### config.mk
export PLATFORM = sky130hd
export DESIGN_NAME = ppi_regs
export DESIGN_NICKNAME = d
export VERILOG_FILES = /design/src/logic/ppi_pkg.sv /design/src/logic/ppi_regs.sv
export VERILOG_INCLUDE_DIRS = /design/src /design/src/logic
export SDC_FILE = /design/constraint.sdc
export NUM_CORES = 1
export LEC_CHECK = 0
export BUFFER_PORTS_ARGS = -buffer_cell sky130_fd_sc_hd__buf_2
export CAP_MARGIN = 20
export CORE_ASPECT_RATIO = 2
export CORE_MARGIN = 5
export CORE_UTILIZATION = 44
export CTS_CLUSTER_DIAMETER = 40
export CTS_CLUSTER_SIZE = 10
export DETAILED_ROUTE_END_ITERATION = 8
export GPL_ROUTABILITY_DRIVEN = 0
export PLACE_DENSITY = 0.88
export SLEW_MARGIN = 20
export SYNTH_ARGS = -nofsm -noshare
export SYNTH_HDL_FRONTEND = slang
export SYNTH_SLANG_ARGS = --single-unit
export TNS_END_PERCENT = 1
### constraint.sdc
create_clock -name ref_clk_in -period 1.6 [get_ports ref_clk_in]
set_input_delay 0.08 -clock ref_clk_in [delete_from_list [all_inputs] [get_ports ref_clk_in]]
set_output_delay 0.08 -clock ref_clk_in [all_outputs]
set_load 0.03 [all_outputs]
### src/logic/ppi_map.svh
// register indices, field positions and reset values of the pad pull inhibit bank
`ifndef PPI_MAP_SVH
`define PPI_MAP_SVH
`define PPI_MISC_IDX 16'h1C18
`define PPI_PAR_IDX 16'h1C19
`define PPI_MISC_RESET 16'h6000
`define PPI_PAR_RESET 16'hFFFC
`define PPI_MISC_MASK 16'h7F3F
`define PPI_PAR_MASK 16'hFFFC
`define PPI_IRQ1_BIT 14
`define PPI_IRQ0_BIT 13
`define PPI_RST_BIT 12
`define PPI_EMU_BIT 11
`define PPI_TDI_BIT 10
`define PPI_TMS_BIT 9
`define PPI_TCK_BIT 8
`define PPI_ADDR_LSB 0
`define PPI_ADDR_MSB 5
`define PPI_PAR_LSB 2
`define PPI_PAR_MSB 15
`define PPI_RESP_OKAY 2'h0
`define PPI_RESP_DECERR 2'h3
`endif

### src/logic/ppi_pkg.sv
// types of the pad pull inhibit bank
package ppi_pkg;
  typedef struct packed {
    logic wait_n;
    logic [15:0] misc;
    logic [15:0] par;
    logic [31:0] rdata;
    logic [1:0] resp;
  } ppi_state_t;
endpackage

### src/logic/ppi_regs.sv
// pad pull inhibit register bank with avalon-mm slave
//
// Register access over Avalon-MM was left to the implementer.
`timescale 1ns/1ns
`include "ppi_map.svh"

// Notes on behaviour
// - bits 14,13 inhibit irq1/irq0 pull-ups
// - bit 12 inhibits reset pin pull-up
// - bit 11 inhibits both emulation pull-ups
// - bits 10,9,8 inhibit tdi, tms, tck pull-ups
// - pull-up bit 0 on, 1 off
// - bits 5..0 inhibit address pins 20..15 pull-downs
// - pull-down bit 0 on, 1 off
// - parallel register bits 15..2 read/write, reset 1
// - parallel bit n inhibits pin n pull-down
module ppi_regs (
  input wire logic ref_clk_in,
  input wire logic rst_in,
  input wire logic [17:0] address_in,
  input wire logic read_in,
  input wire logic write_in,
  input wire logic [31:0] writedata_in,
  input wire logic [3:0] byteenable_in,
  output logic [31:0] readdata_out,
  output logic [1:0] response_out,
  output logic waitrequest_out,
  output logic irq1_pullup_off_out,
  output logic irq0_pullup_off_out,
  output logic rst_pin_pullup_off_out,
  output logic emulation_pin_zero_pullup_off_out,
  output logic emulation_pin_one_pullup_off_out,
  output logic test_data_in_pullup_off_out,
  output logic test_mode_sel_pullup_off_out,
  output logic test_clock_pullup_off_out,
  output logic [20:15] addr_pulldown_off_out,
  output logic [15:2] par_pulldown_off_out
);

  ppi_pkg::ppi_state_t s;
  ppi_pkg::ppi_state_t next_s;
  logic req;
  logic accept;
  logic hit_misc;
  logic hit_par;

  // byte-lane merge restricted to the writable bits of a register
  function automatic logic [15:0] merge(input logic [15:0] old, input logic [31:0] wd,
                                        input logic [3:0] be, input logic [15:0] mask);
    logic [15:0] lanes;
    lanes = {{8{be[1]}}, {8{be[0]}}} & mask;
    merge = (old & ~lanes) | (wd[15:0] & lanes);
  endfunction

  ////////////////////////////////////////////////////////////////////////////
  // bus decode: one wait cycle, then the answer edge
  assign req = read_in | write_in;
  assign accept = req & ~s.wait_n;
  assign hit_misc = (address_in[17:2] == `PPI_MISC_IDX) && (address_in[1:0] == 2'h0);
  assign hit_par = (address_in[17:2] == `PPI_PAR_IDX) && (address_in[1:0] == 2'h0);

  always_comb begin
    next_s = s;
    next_s.wait_n = 1'b1;
    if (req && s.wait_n) begin
      next_s.wait_n = 1'b0;
      next_s.resp = (hit_misc || hit_par) ? `PPI_RESP_OKAY : `PPI_RESP_DECERR;
      next_s.rdata = 32'h0000_0000;
      if (read_in && hit_misc) begin
        next_s.rdata = {16'h0000, s.misc & `PPI_MISC_MASK};
      end
      if (read_in && hit_par) begin
        next_s.rdata = {16'h0000, s.par & `PPI_PAR_MASK};
      end
    end
    if (accept && write_in && hit_misc) begin
      next_s.misc = merge(s.misc, writedata_in, byteenable_in, `PPI_MISC_MASK);
    end
    if (accept && write_in && hit_par) begin
      next_s.par = merge(s.par, writedata_in, byteenable_in, `PPI_PAR_MASK);
    end
  end

  always_ff @(posedge ref_clk_in) begin
    if (rst_in) begin
      s.wait_n <= 1'b1;
      s.misc <= `PPI_MISC_RESET;
      s.par <= `PPI_PAR_RESET;
      s.rdata <= 32'h0000_0000;
      s.resp <= `PPI_RESP_OKAY;
    end else begin
      s <= next_s;
    end
  end

  ////////////////////////////////////////////////////////////////////////////
  // outputs straight from the state flops; 1 switches the resistor off
  assign readdata_out = s.rdata;
  assign response_out = s.resp;
  assign waitrequest_out = s.wait_n;
  assign irq1_pullup_off_out = s.misc[`PPI_IRQ1_BIT];
  assign irq0_pullup_off_out = s.misc[`PPI_IRQ0_BIT];
  assign rst_pin_pullup_off_out = s.misc[`PPI_RST_BIT];
  assign emulation_pin_zero_pullup_off_out = s.misc[`PPI_EMU_BIT];
  assign emulation_pin_one_pullup_off_out = s.misc[`PPI_EMU_BIT];
  assign test_data_in_pullup_off_out = s.misc[`PPI_TDI_BIT];
  assign test_mode_sel_pullup_off_out = s.misc[`PPI_TMS_BIT];
  assign test_clock_pullup_off_out = s.misc[`PPI_TCK_BIT];
  assign addr_pulldown_off_out = s.misc[`PPI_ADDR_MSB:`PPI_ADDR_LSB];
  assign par_pulldown_off_out = s.par[`PPI_PAR_MSB:`PPI_PAR_LSB];

  ////////////////////////////////////////////////////////////////////////////
  // checks
  logic wr_misc_hi;
  logic wr_misc_lo;
  logic wr_par_hi;
  logic wr_par_lo;
  assign wr_misc_hi = accept & write_in & hit_misc & byteenable_in[1];
  assign wr_misc_lo = accept & write_in & hit_misc & byteenable_in[0];
  assign wr_par_hi = accept & write_in & hit_par & byteenable_in[1];
  assign wr_par_lo = accept & write_in & hit_par & byteenable_in[0];

  property p_irq_pullups;
    @(posedge ref_clk_in) disable iff (rst_in)
    wr_misc_hi |=> irq1_pullup_off_out == $past(writedata_in[14])
      && irq0_pullup_off_out == $past(writedata_in[13]);
  endproperty
  a_irq_pullups: assert property (p_irq_pullups) else $error("irq pull-up inhibit wrong");

  property p_rst_pullup;
    @(posedge ref_clk_in) disable iff (rst_in)
    wr_misc_hi |=> rst_pin_pullup_off_out == $past(writedata_in[12]);
  endproperty
  a_rst_pullup: assert property (p_rst_pullup) else $error("reset pull-up inhibit wrong");

  property p_emu_pullup;
    @(posedge ref_clk_in) disable iff (rst_in)
    wr_misc_hi |=> emulation_pin_zero_pullup_off_out == $past(writedata_in[11])
      && emulation_pin_one_pullup_off_out == $past(writedata_in[11]);
  endproperty
  a_emu_pullup: assert property (p_emu_pullup) else $error("emulation pull-up wrong");

  property p_test_pullups;
    @(posedge ref_clk_in) disable iff (rst_in)
    wr_misc_hi |=> {test_data_in_pullup_off_out, test_mode_sel_pullup_off_out,
      test_clock_pullup_off_out} == $past(writedata_in[10:8]);
  endproperty
  a_test_pullups: assert property (p_test_pullups) else $error("test pin pull-up wrong");

  property p_pullup_hold;
    @(posedge ref_clk_in) disable iff (rst_in)
    !wr_misc_hi |=> $stable(irq1_pullup_off_out) && $stable(rst_pin_pullup_off_out);
  endproperty
  a_pullup_hold: assert property (p_pullup_hold) else $error("pull-up inhibit changed");

  property p_addr_pulldowns;
    @(posedge ref_clk_in) disable iff (rst_in)
    wr_misc_lo |=> addr_pulldown_off_out == $past(writedata_in[5:0]);
  endproperty
  a_addr_pulldowns: assert property (p_addr_pulldowns) else $error("address pull-down wrong");

  property p_par_pulldowns;
    @(posedge ref_clk_in) disable iff (rst_in)
    wr_par_lo && wr_par_hi |=> par_pulldown_off_out == $past(writedata_in[15:2]);
  endproperty
  a_par_pulldowns: assert property (p_par_pulldowns) else $error("parallel pull-down wrong");

  property p_par_lane;
    @(posedge ref_clk_in) disable iff (rst_in)
    wr_par_lo && !wr_par_hi |=> par_pulldown_off_out[15:8] == $past(par_pulldown_off_out[15:8])
      && par_pulldown_off_out[7:2] == $past(writedata_in[7:2]);
  endproperty
  a_par_lane: assert property (p_par_lane) else $error("parallel lane write wrong");

  property p_par_readback;
    @(posedge ref_clk_in) disable iff (rst_in)
    req && s.wait_n && read_in && hit_par
      |=> readdata_out == {16'h0000, $past(par_pulldown_off_out), 2'b00} && !waitrequest_out;
  endproperty
  a_par_readback: assert property (p_par_readback) else $error("parallel readback wrong");

  property p_reserved_zero;
    @(posedge ref_clk_in) disable iff (rst_in)
    !waitrequest_out && read_in |-> readdata_out[31:16] == 16'h0000
      && (!hit_misc || (readdata_out[15] == 1'b0 && readdata_out[7:6] == 2'b00))
      && (!hit_par || readdata_out[1:0] == 2'b00);
  endproperty
  a_reserved_zero: assert property (p_reserved_zero) else $error("reserved bits not zero");

  property p_answer_time;
    @(posedge ref_clk_in) disable iff (rst_in)
    req && waitrequest_out |=> !waitrequest_out ##1 waitrequest_out;
  endproperty
  a_answer_time: assert property (p_answer_time) else $error("bus answer timing wrong");

  ////////////////////////////////////////////////////////////////////////////
  // further checks on holding, decode and reset
  property p_test_hold;
    @(posedge ref_clk_in) disable iff (rst_in)
    !wr_misc_hi
      |=> $stable(test_data_in_pullup_off_out) && $stable(test_clock_pullup_off_out);
  endproperty
  a_test_hold: assert property (p_test_hold) else $error("test pin pull-up changed");

  property p_emu_hold;
    @(posedge ref_clk_in) disable iff (rst_in)
    !wr_misc_hi
      |=> $stable(test_mode_sel_pullup_off_out) && $stable(emulation_pin_zero_pullup_off_out);
  endproperty
  a_emu_hold: assert property (p_emu_hold) else $error("emulation pull-up changed");

  property p_addr_hold;
    @(posedge ref_clk_in) disable iff (rst_in)
    !wr_misc_lo
      |=> $stable(addr_pulldown_off_out);
  endproperty
  a_addr_hold: assert property (p_addr_hold) else $error("address pull-down changed");

  property p_par_hold;
    @(posedge ref_clk_in) disable iff (rst_in)
    !(wr_par_lo || wr_par_hi)
      |=> $stable(par_pulldown_off_out);
  endproperty
  a_par_hold: assert property (p_par_hold) else $error("parallel pull-down changed");

  property p_par_hi_lane;
    @(posedge ref_clk_in) disable iff (rst_in)
    wr_par_hi && !wr_par_lo |=> par_pulldown_off_out[7:2] == $past(par_pulldown_off_out[7:2])
      && par_pulldown_off_out[15:8] == $past(writedata_in[15:8]);
  endproperty
  a_par_hi_lane: assert property (p_par_hi_lane) else $error("parallel high lane wrong");

  property p_decode_error;
    @(posedge ref_clk_in) disable iff (rst_in)
    req && s.wait_n && !hit_misc && !hit_par
      |=> response_out == `PPI_RESP_DECERR;
  endproperty
  a_decode_error: assert property (p_decode_error) else $error("unmapped response wrong");

  property p_decode_okay;
    @(posedge ref_clk_in) disable iff (rst_in)
    req && s.wait_n && (hit_misc || hit_par)
      |=> response_out == `PPI_RESP_OKAY;
  endproperty
  a_decode_okay: assert property (p_decode_okay) else $error("mapped response wrong");

  property p_misc_readback;
    @(posedge ref_clk_in) disable iff (rst_in)
    req && s.wait_n && read_in && hit_misc |=> readdata_out[14:8] == $past({irq1_pullup_off_out,
      irq0_pullup_off_out, rst_pin_pullup_off_out, emulation_pin_zero_pullup_off_out,
      test_data_in_pullup_off_out, test_mode_sel_pullup_off_out, test_clock_pullup_off_out})
      && readdata_out[5:0] == $past(addr_pulldown_off_out);
  endproperty
  a_misc_readback: assert property (p_misc_readback) else $error("misc readback wrong");

  property p_unmapped_zero;
    @(posedge ref_clk_in) disable iff (rst_in)
    req && s.wait_n && read_in && !hit_misc && !hit_par
      |=> readdata_out == 32'h0000_0000;
  endproperty
  a_unmapped_zero: assert property (p_unmapped_zero) else $error("unmapped read not zero");

  property p_write_rdata;
    @(posedge ref_clk_in) disable iff (rst_in)
    req && s.wait_n && write_in
      |=> readdata_out == 32'h0000_0000;
  endproperty
  a_write_rdata: assert property (p_write_rdata) else $error("write answer data not zero");

  property p_wait_idle;
    @(posedge ref_clk_in) disable iff (rst_in)
    !req && waitrequest_out
      |=> waitrequest_out;
  endproperty
  a_wait_idle: assert property (p_wait_idle) else $error("answer without request");

  property p_wait_single;
    @(posedge ref_clk_in) disable iff (rst_in)
    !waitrequest_out
      |=> waitrequest_out;
  endproperty
  a_wait_single: assert property (p_wait_single) else $error("answer longer than a cycle");

  property p_read_no_write;
    @(posedge ref_clk_in) disable iff (rst_in)
    read_in
      |=> $stable(par_pulldown_off_out) && $stable(addr_pulldown_off_out);
  endproperty
  a_read_no_write: assert property (p_read_no_write) else $error("read changed a register");

  // reset is the antecedent here, so these two carry no disable
  property p_reset_pins;
    @(posedge ref_clk_in)
    rst_in |=> par_pulldown_off_out == 14'h3fff && addr_pulldown_off_out == 6'h00
      && irq1_pullup_off_out && irq0_pullup_off_out && !rst_pin_pullup_off_out;
  endproperty
  a_reset_pins: assert property (p_reset_pins) else $error("pin reset levels wrong");

  property p_reset_bus;
    @(posedge ref_clk_in)
    rst_in |=> waitrequest_out && response_out == `PPI_RESP_OKAY
      && readdata_out == 32'h0000_0000;
  endproperty
  a_reset_bus: assert property (p_reset_bus) else $error("bus reset state wrong");

endmodule

==> run metrics <==
area taken by multi-input logic gates=0.00105 mm2; final routed DRC violation total=0; total overflow reported by the global router=0; antenna-violating nets left=0; Highest Clock Rate=725 MHz; unrepaired setup endpoints after global routing=no; horizontal extent of the die=58.8 um; number of nets at the end of the flow=379; number of global-route vias before repair=1,813; first-iteration detailed-routing DRC count=55; kind of critical path=in2reg; largest cells by area after synthesis=dfxtp_1 (43%), mux2i_1 (10%), buf_4 (6.4%), nand2_1 (5.0%), o21ai_2 (4.2%); number of input and output port buffers inserted=between 80 and 90; r2r startpoint=waitrequest_out; CTS buffer count=5; fraction of final layout cells sized beyond drive strength 1=0.379; largest stage delay on the critical path=0.53 ns; ratio of total power to cell area=840 mW/mm2; clock transition at the registers of the reported paths=~0.080 ns; worst IR drop on VDD=806 uV; count of clock tree sinks=45; data arrival time of the worst path=1.60 ns; wire length per cell=14.2 um; row count=35; most instantiated library cell after synthesis=dfxtp_1; max-slew headroom at the worst pin=0.571; flop2flop setup slack=0.23 ns; starting density of the core=0.452; start point of the critical path=address_in[17]; Detailed Routing Iterations Pass 1=6; wire length reported by the detailed router=5350 um; type of the tightest min-delay check=in2reg; Setup Fix Bufs, Post-CTS=0; Setup crit end=readdata_out[5]; post-layout min period=1.38 ns; Critical-path top delay cell=or4_1; total die area=between 0.006 and 0.007 mm2; post-cts hold buffer count=0; fraction of post-synthesis cell area in the top cell type by area=0.429; vias per inst=slightly above 5; cell area after synthesis=between 0.002 and 0.0025 mm2; synth-to-layout area growth=27.0%; post-synthesis sequential element count=45; average instance area after synthesis=between 8 and 9 um2; final number of hold-violating endpoints=0; CTS Root Buffer Type=clkbuf_8; overall power after layout=between 0.002 and 0.0025 W; register area=901 um2; static leakage=between 1 and 1.5 nW; leading cell types by count after synthesis=dfxtp_1 (45), nand2_1 (28), nor2_1 (22); clock latency of the later-clocked register in the worst-skew pair=0.29 ns; core area=~0.0046 mm2; Synth warnings=0; setup TNS=0 ns; part of the Yosys area used for sequential elements=0.429; cells traversed along the worst timing path=buf_2 > nor4_4 > nand4b_2 > or4_1 > buf_4 > o21ai_0; fin. max-slew vios=0; data required time of the worst path=1.82 ns; H-tree levels=2; number of distinct library cell variants in the gate-level netlist after synthesis=30; leading register cell type out of synthesis=dfxtp_1; max capacitance violation total=0; setup violators final=0; number of diodes added for antenna fixing=0; # IOs=121; post-synthesis async set-or-reset flop share=0; wire length of the first global-routing pass=approximately 8400 um; Worst Setup End Kind=flip-flop; cell count after synthesis=234; number of cells on the worst reg-to-reg path=6; hpwl dp=around 4200 um; critical path fanouts, max=16; Tightest Pin Transition=0.643 ns; GRT Total Usage=0.170; period utilisation layout=0.863; Clock Skews=0.00631 ns; maximum count of clock buffers along a single path=2; run status=finished clean; largest net degree at the start of global routing=26; Post-synth EDFFs=0; routed via count=1,960; Synth area leader=dfxtp_1; sort of element at the start of the critical path=input pin; height of the die=108 um; number of antenna violations at the first check in global routing=0; number of fill cells in the layout=436; clock tree from TritonCTS=done
through the flow:
step                area [um2]  worst slack (ns)  instances  hold WS (ns)  utilization
finish                    2660             0.220        377        0.0364        0.574
global route              2660             0.120        377        0.0494        0.574
CTS                       2660             0.213        377        0.0314        0.574
detailed placement        2540           -0.0792        369         0.337        0.548
global placement          2540           0.00328        369         0.335        0.548
floorplan                 2150           0.00629        249         0.234            -
cell families after synthesis:
family                 share of synthesized area
muxes                                      0.100
and+or+nand+nor                            0.208
buffers and inverters                     0.0984
DFF                                        0.429
other                                    0.00179
AOI/OAI and AO/OA                          0.162
layout make-up:
cell class	count	area share
Clock buffer	7	0.0324
Multi-Input combinational cell	170	0.394
Timing Repair Buffer	99	0.198
Sequential cell	45	0.338
Clock inverter	1	0.0113
Tap cell	55	0.0258
per-layer routing:
layer	vias up	track usage	wire (um)
li1	967	-	-
met1	889	0.192	1970
met2	92	0.291	2790
met3	12	0.0408	413
met4	0	0.0746	173
met5	-	0	0
power breakdown:
part | internal [W] | leakage [nW] | switching [W]
Combinational | 0.0000794 | 0.760 | 0.000154
Sequential | 0.00112 | 0.364 | 0.00000353
Clock | 0.000509 | 0.0585 | 0.000367
Total | 0.00171 | 1.18 | 0.000525
layout by cell type, fill, tap and decap left out:
cell,count
dfxtp_1,45
nand4_1,13
and3_1,1
nand2b_1,3
o21ai_2,10
o21a_1,1
nor4b_4,1
a211oi_1,1
and2_1,1
o31ai_1,6
or4_1,1
buf_2,86
mux2i_1,21
nor3b_1,1
and4b_1,1
a41oi_1,6
nor4_4,1
a21oi_1,11
nand2_1,28
bufinv_16,1
o21ai_0,17
buf_4,13
nor2_1,21
nand4b_2,1
nor2b_1,3
and4bb_2,1
conb_1,16
nand3_1,2
nor2_2,1
clkbuf_1,1
nor3_2,1
clkbuf_8,6
critical path: cells and delay by family:
| family | cells | cell delay [ns] |
|---|---|---|
| AND/OR/NAND/NOR | 3 | 0.97 |
| buffers and inverters | 2 | 0.34 |
| AO/OA/AOI/OAI | 1 | 0.20 |
timing repair:
action,4_1_cts,5_1_grt
hold endpoints to repair,0,0
setup endpoints to repair,13,0
gates resized for setup,1,0
how the worst min path moves through the flow:
stage | start | to | slack [ns] | cells after the start
after floorplan | writedata_in[0] | flip-flop | 0.23 | 2
after global placement | writedata_in[6] | flip-flop | 0.34 | 3
after detailed placement | writedata_in[6] | flip-flop | 0.34 | 3
after CTS | writedata_in[6] | flip-flop | 0.03 | 3
after global routing | writedata_in[7] | flip-flop | 0.05 | 3
final | writedata_in[6] | flip-flop | 0.04 | 3
(Power assumes the default switching activity.)
